[config.mk]
export PLATFORM = sky130hd
export DESIGN_NAME = sieacc_top
export DESIGN_NICKNAME = d
export VERILOG_FILES = /design/src/core/sieacc_pkg.sv /design/src/core/sieacc_cfg_if.sv /design/src/core/sieacc_top.sv /design/src/core/sieacc_irq_gate.sv /design/src/core/sieacc_scale_calc.sv
export VERILOG_INCLUDE_DIRS = /design/src /design/src/core
export SDC_FILE = /design/constraint.sdc
export NUM_CORES = 1
export LEC_CHECK = 0
export ABC_CLOCK_PERIOD_IN_PS = 7580
export BUFFER_PORTS_ARGS = -buffer_cell sky130_fd_sc_hd__buf_2
export CAP_MARGIN = 20
export CORE_MARGIN = 2
export CORE_UTILIZATION = 45
export DETAILED_ROUTE_END_ITERATION = 12
export GPL_TIMING_DRIVEN = 0
export SYNTH_ARGS = -nofsm -noshare
export SYNTH_HDL_FRONTEND = slang
export SYNTH_SLANG_ARGS = --single-unit
[constraint.sdc]
create_clock -name clk -period 7.58 [get_ports clk]
set_input_delay 0.379 -clock clk [delete_from_list [all_inputs] [get_ports clk]]
set_output_delay 0.379 -clock clk [all_outputs]
set_load 0.1 [all_outputs]
[src/core/sieacc_cfg.svh]
`ifndef SIEACC_CFG_SVH
`define SIEACC_CFG_SVH

// Register offsets
`define SIEACC_OFS_ENTRY_SLEEP_EN 8'h1a
`define SIEACC_OFS_CONTROL_EN     8'h1b
`define SIEACC_OFS_TEST_EN        8'h1c
`define SIEACC_OFS_MONITOR_EN     8'h1e
`define SIEACC_OFS_RANGE_SCALE    8'h1f
`define SIEACC_OFS_CH1_UV_LIMIT   8'h20

// Reset values and unmapped read value
`define SIEACC_RST_ENABLE         8'h00
`define SIEACC_RST_UV_LIMIT       8'h00
`define SIEACC_RD_UNMAPPED        8'h00

// Field positions
`define SIEACC_BIT_RUNTIME_CRC    4
`define SIEACC_BIT_THERMAL        2
`define SIEACC_BIT_SYNC_PIN       1
`define SIEACC_BIT_PACKET_CHECK   0
`define SIEACC_BIT_OTP_CORRECTED  3
`define SIEACC_BIT_SELFTEST_DONE  1
`define SIEACC_BIT_SELFTEST_FAIL  0
`define SIEACC_CH_MSB             5

// Defined fields; reserved positions never reach the interrupt
`define SIEACC_MASK_CHANNELS      8'h3f
`define SIEACC_MASK_CONTROL       8'h17
`define SIEACC_MASK_TEST          8'h0b

// Threshold scaling in millivolts
`define SIEACC_X1_BASE_MV         13'h00c8
`define SIEACC_X1_STEP_MV         13'h0005
`define SIEACC_X4_BASE_MV         13'h0320
`define SIEACC_X4_STEP_MV         13'h0014

// Bus target address, arbitrary value
`define SIEACC_I2C_ADDR           7'h30

`endif

[src/core/sieacc_pkg.sv]
package sieacc_pkg;

  typedef enum logic [3:0] {
    I2C_IDLE,
    I2C_ADDR,
    I2C_ADDR_ACK,
    I2C_PTR,
    I2C_PTR_ACK,
    I2C_WDATA,
    I2C_WDATA_ACK,
    I2C_RDATA,
    I2C_RDATA_ACK
  } sieacc_i2c_state_type;

  typedef struct packed {
    sieacc_i2c_state_type st;
    logic [2:0]           sclSync;
    logic [2:0]           sdaSync;
    logic [3:0]           bitCnt;
    logic [7:0]           shift;
    logic [7:0]           ptr;
    logic                 rnw;
    logic                 masterNack;
    logic                 sdaOe;
    logic                 sdaOut;
    logic [7:0]           entrySleepEn;
    logic [7:0]           ctrlEn;
    logic [7:0]           testEn;
    logic [7:0]           monEn;
    logic [7:0]           rangeScale;
    logic [7:0]           uvLimit;
  } sieacc_top_state_type;

  typedef struct packed {
    logic irqN;
  } sieacc_irq_state_type;

  typedef struct packed {
    logic [12:0] mv;
  } sieacc_scale_state_type;

endpackage

[src/core/sieacc_cfg_if.sv]
`timescale 1ns/1ps
interface sieacc_cfg_if;
  logic [5:0]  entrySleepEn;
  logic [7:0]  ctrlEn;
  logic [7:0]  testEn;
  logic [5:0]  entrySleepFault;
  logic [7:0]  ctrlFault;
  logic [7:0]  testFault;
  logic        irqN;
  logic        rangeX4;
  logic [7:0]  code;
  logic [12:0] mv;

  modport top (
    output entrySleepEn, ctrlEn, testEn, entrySleepFault, ctrlFault, testFault,
    output rangeX4, code,
    input  irqN, mv
  );
  modport irq (
    input  entrySleepEn, ctrlEn, testEn, entrySleepFault, ctrlFault, testFault,
    output irqN
  );
  modport scale (
    input  rangeX4, code,
    output mv
  );
endinterface

[src/core/sieacc_top.sv]
`timescale 1ns/1ps
`include "sieacc_cfg.svh"
//
// Contract
// Entry-sleep enable bits 5:0, one per input, gate entry-sleep faults.
// Control bit 4 enables runtime CRC fault interrupt; resets to zero.
// Control bit 2 enables thermal shutdown fault interrupt.
// Control bit 1 enables sync pin short fault interrupt.
// Control bit 0 enables packet check mismatch interrupt.
// Test bit 3 enables corrected single-bit OTP load error interrupt.
// Test bit 1 enables self-test complete interrupt; resets to zero.
// Test bit 0 enables self-test fail interrupt; stays writable.
// Monitor enable bits 5:0 switch each input's monitoring on or off.
// Scaling bit zero selects 1x: 0.2 V base, 5 mV steps.
// Scaling bit one selects 4x: 0.8 V base, 20 mV steps.
// Input 1 fast undervoltage limit is 8-bit code scaled by range.
// Input 1 fast undervoltage limit resets to zero, lowest threshold.
// Fault drives interrupt low only when enabled; masking leaves detection alone.
// Reserved bits take writes harmlessly and never affect masking or monitoring.
module sieacc_top #(
  parameter logic [6:0] DEV_ADDR = `SIEACC_I2C_ADDR
) (
  // Clock and reset
  input  wire logic        clk,
  input  wire logic        rstn,
  // Bus pins
  input  wire logic        sclIn,
  input  wire logic        sdaIn,
  output logic             sdaOut,
  output logic             sdaOe,
  // Fault events
  input  wire logic [5:0]  entrySleepFault,
  input  wire logic        runtimeCrcFault,
  input  wire logic        thermalFault,
  input  wire logic        syncPinFault,
  input  wire logic        packetCheckFault,
  input  wire logic        otpCorrectedFault,
  input  wire logic        selftestDoneFault,
  input  wire logic        selftestFailFault,
  // Interrupt
  output logic             interruptOutN,
  // Channel configuration
  output logic [5:0]       channelMonitorEnable,
  output logic [5:0]       channelRangeScaling,
  output logic [7:0]       ch1FastUvLimit,
  output logic [12:0]      ch1FastUvThresholdMv
);
  import sieacc_pkg::*;

  sieacc_top_state_type s;
  sieacc_top_state_type next_s;
  sieacc_cfg_if         cfg ();

  logic sclHigh;
  logic sdaBit;
  logic sclRise;
  logic sclFall;
  logic startSeen;
  logic stopSeen;
  logic [7:0] rdNow;

  // Unmapped offsets read as zero
  function automatic logic [7:0] readReg(input logic [7:0] addr,
                                         input sieacc_top_state_type r);
    case (addr)
      `SIEACC_OFS_ENTRY_SLEEP_EN: readReg = r.entrySleepEn;
      `SIEACC_OFS_CONTROL_EN:     readReg = r.ctrlEn;
      `SIEACC_OFS_TEST_EN:        readReg = r.testEn;
      `SIEACC_OFS_MONITOR_EN:     readReg = r.monEn;
      `SIEACC_OFS_RANGE_SCALE:    readReg = r.rangeScale;
      `SIEACC_OFS_CH1_UV_LIMIT:   readReg = r.uvLimit;
      default:                    readReg = `SIEACC_RD_UNMAPPED;
    endcase
  endfunction

  // Edges use the second and third stages only
  assign sclHigh   = s.sclSync[1];
  assign sdaBit    = s.sdaSync[1];
  assign sclRise   = s.sclSync[1] & ~s.sclSync[2];
  assign sclFall   = ~s.sclSync[1] & s.sclSync[2];
  assign startSeen = sclHigh & s.sclSync[2] & ~s.sdaSync[1] & s.sdaSync[2];
  assign stopSeen  = sclHigh & s.sclSync[2] & s.sdaSync[1] & ~s.sdaSync[2];
  // Byte at the pointer, loaded when a read byte starts
  assign rdNow     = readReg(s.ptr, s);

  always_comb begin
    next_s = s;
    next_s.sclSync = {s.sclSync[1:0], sclIn};
    next_s.sdaSync = {s.sdaSync[1:0], sdaIn};
    next_s.sdaOut  = 1'b0;
    if (startSeen) begin
      next_s.st     = I2C_ADDR;
      next_s.bitCnt = 4'h0;
      next_s.sdaOe  = 1'b0;
    end else if (stopSeen) begin
      next_s.st    = I2C_IDLE;
      next_s.sdaOe = 1'b0;
    end else begin
      case (s.st)
        I2C_IDLE: begin
          next_s.sdaOe = 1'b0;
        end
        I2C_ADDR: begin
          if (sclRise) begin
            next_s.shift  = {s.shift[6:0], sdaBit};
            next_s.bitCnt = s.bitCnt + 4'h1;
          end else if (sclFall && s.bitCnt == 4'h8) begin
            // Foreign address: stay off the bus until next start
            if (s.shift[7:1] == DEV_ADDR) begin
              next_s.rnw   = s.shift[0];
              next_s.sdaOe = 1'b1;
              next_s.st    = I2C_ADDR_ACK;
            end else begin
              next_s.st = I2C_IDLE;
            end
          end
        end
        I2C_ADDR_ACK: begin
          if (sclFall) begin
            next_s.bitCnt = 4'h0;
            if (s.rnw) begin
              next_s.shift  = rdNow;
              next_s.sdaOe  = ~rdNow[7];
              next_s.bitCnt = 4'h1;
              next_s.ptr    = s.ptr + 8'h01;
              next_s.st     = I2C_RDATA;
            end else begin
              next_s.sdaOe = 1'b0;
              next_s.st    = I2C_PTR;
            end
          end
        end
        I2C_PTR: begin
          if (sclRise) begin
            next_s.shift  = {s.shift[6:0], sdaBit};
            next_s.bitCnt = s.bitCnt + 4'h1;
          end else if (sclFall && s.bitCnt == 4'h8) begin
            next_s.ptr   = s.shift;
            next_s.sdaOe = 1'b1;
            next_s.st    = I2C_PTR_ACK;
          end
        end
        I2C_PTR_ACK: begin
          if (sclFall) begin
            next_s.sdaOe  = 1'b0;
            next_s.bitCnt = 4'h0;
            next_s.st     = I2C_WDATA;
          end
        end
        I2C_WDATA: begin
          if (sclRise) begin
            next_s.shift  = {s.shift[6:0], sdaBit};
            next_s.bitCnt = s.bitCnt + 4'h1;
          end else if (sclFall && s.bitCnt == 4'h8) begin
            // Reserved bits stored for readback only
            case (s.ptr)
              `SIEACC_OFS_ENTRY_SLEEP_EN: next_s.entrySleepEn = s.shift;
              `SIEACC_OFS_CONTROL_EN:     next_s.ctrlEn = s.shift;
              `SIEACC_OFS_TEST_EN:        next_s.testEn = s.shift;
              `SIEACC_OFS_MONITOR_EN:     next_s.monEn = s.shift;
              `SIEACC_OFS_RANGE_SCALE:    next_s.rangeScale = s.shift;
              `SIEACC_OFS_CH1_UV_LIMIT:   next_s.uvLimit = s.shift;
              default:                    next_s.uvLimit = s.uvLimit;
            endcase
            // Auto-increment lets one transaction fill the whole bank
            next_s.ptr   = s.ptr + 8'h01;
            next_s.sdaOe = 1'b1;
            next_s.st    = I2C_WDATA_ACK;
          end
        end
        I2C_WDATA_ACK: begin
          if (sclFall) begin
            next_s.sdaOe  = 1'b0;
            next_s.bitCnt = 4'h0;
            next_s.st     = I2C_WDATA;
          end
        end
        I2C_RDATA: begin
          if (sclFall) begin
            if (s.bitCnt == 4'h8) begin
              next_s.sdaOe = 1'b0;
              next_s.st    = I2C_RDATA_ACK;
            end else begin
              next_s.sdaOe  = ~s.shift[6];
              next_s.shift  = {s.shift[6:0], 1'b0};
              next_s.bitCnt = s.bitCnt + 4'h1;
            end
          end
        end
        I2C_RDATA_ACK: begin
          if (sclRise) begin
            next_s.masterNack = sdaBit;
          end else if (sclFall) begin
            if (s.masterNack) begin
              next_s.st = I2C_IDLE;
            end else begin
              next_s.shift  = rdNow;
              next_s.sdaOe  = ~rdNow[7];
              next_s.bitCnt = 4'h1;
              next_s.ptr    = s.ptr + 8'h01;
              next_s.st     = I2C_RDATA;
            end
          end
        end
        default: begin
          next_s.st    = I2C_IDLE;
          next_s.sdaOe = 1'b0;
        end
      endcase
    end
  end

  always_ff @(posedge clk or negedge rstn) begin
    if (!rstn) begin
      s.st           <= I2C_IDLE;
      s.sclSync      <= 3'h7;
      s.sdaSync      <= 3'h7;
      s.bitCnt       <= 4'h0;
      s.shift        <= 8'h00;
      s.ptr          <= 8'h00;
      s.rnw          <= 1'b0;
      s.masterNack   <= 1'b0;
      s.sdaOe        <= 1'b0;
      s.sdaOut       <= 1'b0;
      s.entrySleepEn <= `SIEACC_RST_ENABLE;
      s.ctrlEn       <= `SIEACC_RST_ENABLE;
      s.testEn       <= `SIEACC_RST_ENABLE;
      s.monEn        <= `SIEACC_RST_ENABLE;
      s.rangeScale   <= `SIEACC_RST_ENABLE;
      s.uvLimit      <= `SIEACC_RST_UV_LIMIT;
    end else begin
      s <= next_s;
    end
  end

  // Fault inputs are same-clock logic and are not synchronised
  assign cfg.entrySleepEn    = s.entrySleepEn[`SIEACC_CH_MSB:0];
  assign cfg.ctrlEn          = s.ctrlEn;
  assign cfg.testEn          = s.testEn;
  assign cfg.entrySleepFault = entrySleepFault;
  assign cfg.ctrlFault       = {3'h0, runtimeCrcFault, 1'b0, thermalFault,
                                syncPinFault, packetCheckFault};
  assign cfg.testFault       = {4'h0, otpCorrectedFault, 1'b0,
                                selftestDoneFault, selftestFailFault};
  assign cfg.rangeX4         = s.rangeScale[0];
  assign cfg.code            = s.uvLimit;

  sieacc_irq_gate u_irq (
    .clk  (clk),
    .rstn (rstn),
    .cfg  (cfg.irq)
  );

  sieacc_scale_calc u_scale (
    .clk  (clk),
    .rstn (rstn),
    .cfg  (cfg.scale)
  );

  assign sdaOut               = s.sdaOut;
  assign sdaOe                = s.sdaOe;
  assign interruptOutN        = cfg.irqN;
  assign channelMonitorEnable = s.monEn[`SIEACC_CH_MSB:0];
  assign channelRangeScaling  = s.rangeScale[`SIEACC_CH_MSB:0];
  assign ch1FastUvLimit       = s.uvLimit;
  assign ch1FastUvThresholdMv = cfg.mv;
endmodule

[src/core/sieacc_irq_gate.sv]
`timescale 1ns/1ps
`include "sieacc_cfg.svh"
module sieacc_irq_gate (
  // Clock and reset
  input wire logic  clk,
  input wire logic  rstn,
  // Enables and faults
  sieacc_cfg_if.irq cfg
);
  import sieacc_pkg::*;

  sieacc_irq_state_type s;
  sieacc_irq_state_type next_s;

  // Masking only gates the pin; detection upstream is untouched
  always_comb begin
    next_s = s;
    next_s.irqN = ~(|(cfg.entrySleepFault & cfg.entrySleepEn)
                 | |(cfg.ctrlFault & cfg.ctrlEn & `SIEACC_MASK_CONTROL)
                 | |(cfg.testFault & cfg.testEn & `SIEACC_MASK_TEST));
  end

  always_ff @(posedge clk or negedge rstn) begin
    if (!rstn) begin
      s.irqN <= 1'b1;
    end else begin
      s <= next_s;
    end
  end

  assign cfg.irqN = s.irqN;
endmodule

[src/core/sieacc_scale_calc.sv]
`timescale 1ns/1ps
`include "sieacc_cfg.svh"
module sieacc_scale_calc (
  // Clock and reset
  input wire logic    clk,
  input wire logic    rstn,
  // Code and range in, millivolts out
  sieacc_cfg_if.scale cfg
);
  import sieacc_pkg::*;

  sieacc_scale_state_type s;
  sieacc_scale_state_type next_s;

  function automatic logic [12:0] codeToMv(input logic x4, input logic [7:0] code);
    logic [12:0] wide;
    wide = {5'h00, code};
    if (x4) begin
      codeToMv = `SIEACC_X4_BASE_MV + wide * `SIEACC_X4_STEP_MV;
    end else begin
      codeToMv = `SIEACC_X1_BASE_MV + wide * `SIEACC_X1_STEP_MV;
    end
  endfunction

  always_comb begin
    next_s = s;
    next_s.mv = codeToMv(cfg.rangeX4, cfg.code);
  end

  always_ff @(posedge clk or negedge rstn) begin
    if (!rstn) begin
      s.mv <= `SIEACC_X1_BASE_MV;
    end else begin
      s <= next_s;
    end
  end

  assign cfg.mv = s.mv;
endmodule

==> key figures <==
Outcome
  • Status: completed

Logic synthesis
  • Post-Syn Instances: 560
  • Async set or reset register ratio after synthesis: 1.00
  • Seq cells post-synth: 95
  • Register area share after synthesis: 0.421
  • Largest area contributor in the synthesized netlist: dfrtp_1
  • Avg Cell Area, Syn: between 10 and 15 um^2
  • Net Count, Synth: a little over 600
  • Synth cell types: 59
  • Ys Warns: 0
  • Synth Flop Type: dfrtp_1
  • EDFF count, synth: 0
  • Largest cells by area after synthesis: dfrtp_1 37%, mux2_2 11%, ha_1 5.7%
  • Mapped cell area: between 5000 and 6000 um^2
  • Top cell type's share of synthesized area: 0.375

Clock tree
  • Bufs on Longest Clock Path: 2
  • Total setup buffers inserted after CTS: 0
  • CTS buffer count: 9
  • Reg clk slew, reported paths: approximately 0.070 ns
  • CTS sink cnt: 95
  • CTS tree: yes
  • Number of hold buffers added after CTS: 0
  • CTS H-Tree Depth: 3
  • Clk root buf: clkbuf_16
  • PostCTS Resize Cnt: 0
  • Worst-Skew Late Latency: 0.35 ns

Timing
  • Final Critical Period: 2.85 ns
  • Setup TNS: 0 ns
  • RSZ-0062 raised after global routing: false
  • Rel. slew slack: 0.363
  • Worst slew pin tran: 0.947 ns
  • Hold Violations, Final: 0
  • Max Fclk: 351 MHz
  • Max-slew violations: 0
  • Setup violators final: 0
  • Fin crit share: 0.376
  • Final Skew: 0.00905 ns

Routing
  • Detailed Route Iter0 Violations: 368
  • Wire length per cell: 17.1 um
  • Total wire length: 13,700 um
  • Routed via count: 4,458
  • Antenna viol nets, final: 0
  • Vias/cell: around 5.6
  • DRT Pass-1 Iters: 5
  • DRC: 0

Cells and area
  • Cell Count, Final, Fillers Out: 800
  • Fillers: 1,196
  • NumNets Final: 671
  • Ant. Diodes: 0
  • Area grow syn2layout: 13.8%
  • Share of cells above drive strength 1: 0.275

Worst setup path
  • Critical path class: reg -> reg
  • CP peak stage delay: 0.49 ns
  • Slowest cell on the critical path: dfrtp_1
  • Number of buffers and inverters on the critical path: 0
  • Crit. End Element: flop
  • Worst Path Max Fanout: 8
  • WP data arrival: 3.12 ns
  • Req. time, crit path: 7.85 ns
  • Top delay family on crit path: adder cells
  • Crit path top cell by count: ha_1
  • Critical Path Start Type: flop
  • Cells along the critical path: ha_1 > ha_1 > fa_1 > and3b_1 > or4_1 > nand2_1 > nand3_1 > a22o_1 > a21oi_1

Global routing
  • Total gr overflow: 0
  • All-Layer GR Usage: 0.220
  • First-pass GRT wire length: 23,000 um
  • Vias in the first global route: ~4,400
  • Largest net degree at the start of global routing: 61
  • Initial antenna violation count: 0

Placed design
  • IO Port Bufs: 51
  • Half-perimeter wire length after placement: 9860 um
  • DP Cell Count: around 780
  • RD Place Congestion: 0.950

Hold path
  • Min-delay worst type: in -> async

Run
  • MaxCap Viol Count: 0

Power
  • Peak VDD IR: 0.000104 V
  • Pleak: 3.19 nW
  • Power Dens Cells: 159 nW/um^2

Floorplan
  • CORE AREA: 12,500 um^2
  • I/O pin count: 53
  • Initial core utilization: 0.455
  • Site Rows: 41
  • Die area: 13,500 um^2
  • Die width: 116 um
  • Die Ht: 116 um
[power breakdown]
part           internal (W)  switching [W]
clock network      0.000237       0.000212
registers          0.000514     0.00000365
logic             0.0000149      0.0000426
total              0.000766       0.000258
[cell usage in the layout (no fill, tap or decap), types with 7 or more instances in the layout]
cell,Yosys,routed
a21oi_1,37,37
a22o_1,13,13
a22oi_1,12,12
buf_2,6,56
buf_4,21,22
clkbuf_1,25,25
clkbuf_16,0,9
dfrtp_1,85,85
dfstp_2,10,10
ha_1,26,26
inv_1,23,23
mux2_2,57,57
nand2_1,38,38
nand3_1,21,21
nor2_1,26,26
nor2b_1,14,14
nor3_1,10,10
o21ai_0,37,37
xnor2_1,7,7
[worst reg2reg max path, delay by kind of cell (launching register included)]
kind	cells	cell delay [ns]
AND/OR/NAND/NOR	4	0.93
flip-flops	1	0.49
adder cells (fa/ha/maj)	3	0.96
AO/OA/AOI/OAI	2	0.38
[path summary, 6_finish.rpt]
path                                        start                 end  slack, ns  cells past startpoint
worst min register to register         next_s[73]          next_s[74]       0.36                      0
worst max-delay path            ch1FastUvLimit[1]  u_scale.cfg.mv[11]       4.73                      9
worst max register to register  ch1FastUvLimit[1]  u_scale.cfg.mv[11]       4.73                      9
max in group asynchronous                    rstn          next_s[76]       6.75                      2
min in group clk                            sdaIn          next_s[73]       0.13                      1
worst min-delay path                         rstn   u_scale.cfg.mv[1]       0.09                      1
[layer usage]
layer,vias to the layer above,global-route usage,part of all wire
li1,2134,-,-
met1,2179,0.311,0.46
met2,132,0.344,0.47
met3,13,0.0415,0.054
met4,0,0.0690,0.017
met5,-,0,0
[cell usage after synthesis, drive strengths merged, types with 3 or more instances]
master / count
and2: 3
a221oi: 5
a32oi: 3
fa: 5
nand2b: 5
nor3: 10
a21oi: 37
xor2: 6
xnor2: 7
inv: 23
buf: 29
a22o: 13
and3b: 3
a222oi: 6
mux2: 57
o31ai: 4
dfrtp: 85
dfstp: 10
nor2b: 15
nor2: 26
mux2i: 3
o21bai: 3
nor4: 3
nand3: 21
o21ai: 37
nand2: 41
a211oi: 3
a22oi: 12
ha: 26
a32o: 4
clkbuf: 26
[state kept, by name (all words and copies together), names as in the netlist]
name,cells
sdaOe,1
u_scale.cfg.mv,13
u_irq.cfg.irqN,1
channelRangeScaling,6
next_s,4
s,34
cfg.testEn,8
cfg.ctrlEn,8
cfg.entrySleepEn,6
ch1FastUvLimit,8
channelMonitorEnable,6
[kinds of logic (layout without fill, tap and decap cells)]
kind of cell,Yosys count,count (layout),share of synthesized area
AOI/OAI and AO/OA,139,139,0.164
xor gates and xnor gates,13,13,0.0201
adders and majority gates,31,31,0.0750
buffers and inverters,78,146,0.0697
DFF,95,95,0.421
muxes,60,60,0.118
other,1,1,0.000661
and+or+nand+nor,143,143,0.131
[per-stage QoR]
step	hold WS (ns)	total power, W	setup slack (ns)	utilization	instance area, um^2
final	0.0946	0.00102	4.73	0.518	6460
after global routing	0.116	0.00107	4.56	0.518	6460
after CTS	0.114	0.00104	4.73	0.518	6460
after detailed placement	0.347	0.000585	4.75	0.495	6170
after global placement	0.345	0.000582	4.77	0.493	6150
after floorplan	0.0834	0.000557	4.96	-	5680
[area by class of cell]
type | count | area, um^2 | share of cell area
flip-flops and latches | 95 | 2390 | 0.370
clock buffers | 10 | 239 | 0.0370
multi-input cells | 387 | 2890 | 0.448
well taps | 172 | 215 | 0.0333
repair buffers | 52 | 278 | 0.0430
clock inverters | 6 | 50.0 | 0.00775
inverters | 23 | 86.3 | 0.0134
plain buffers | 55 | 309 | 0.0479
(Power assumes the default switching activity.)
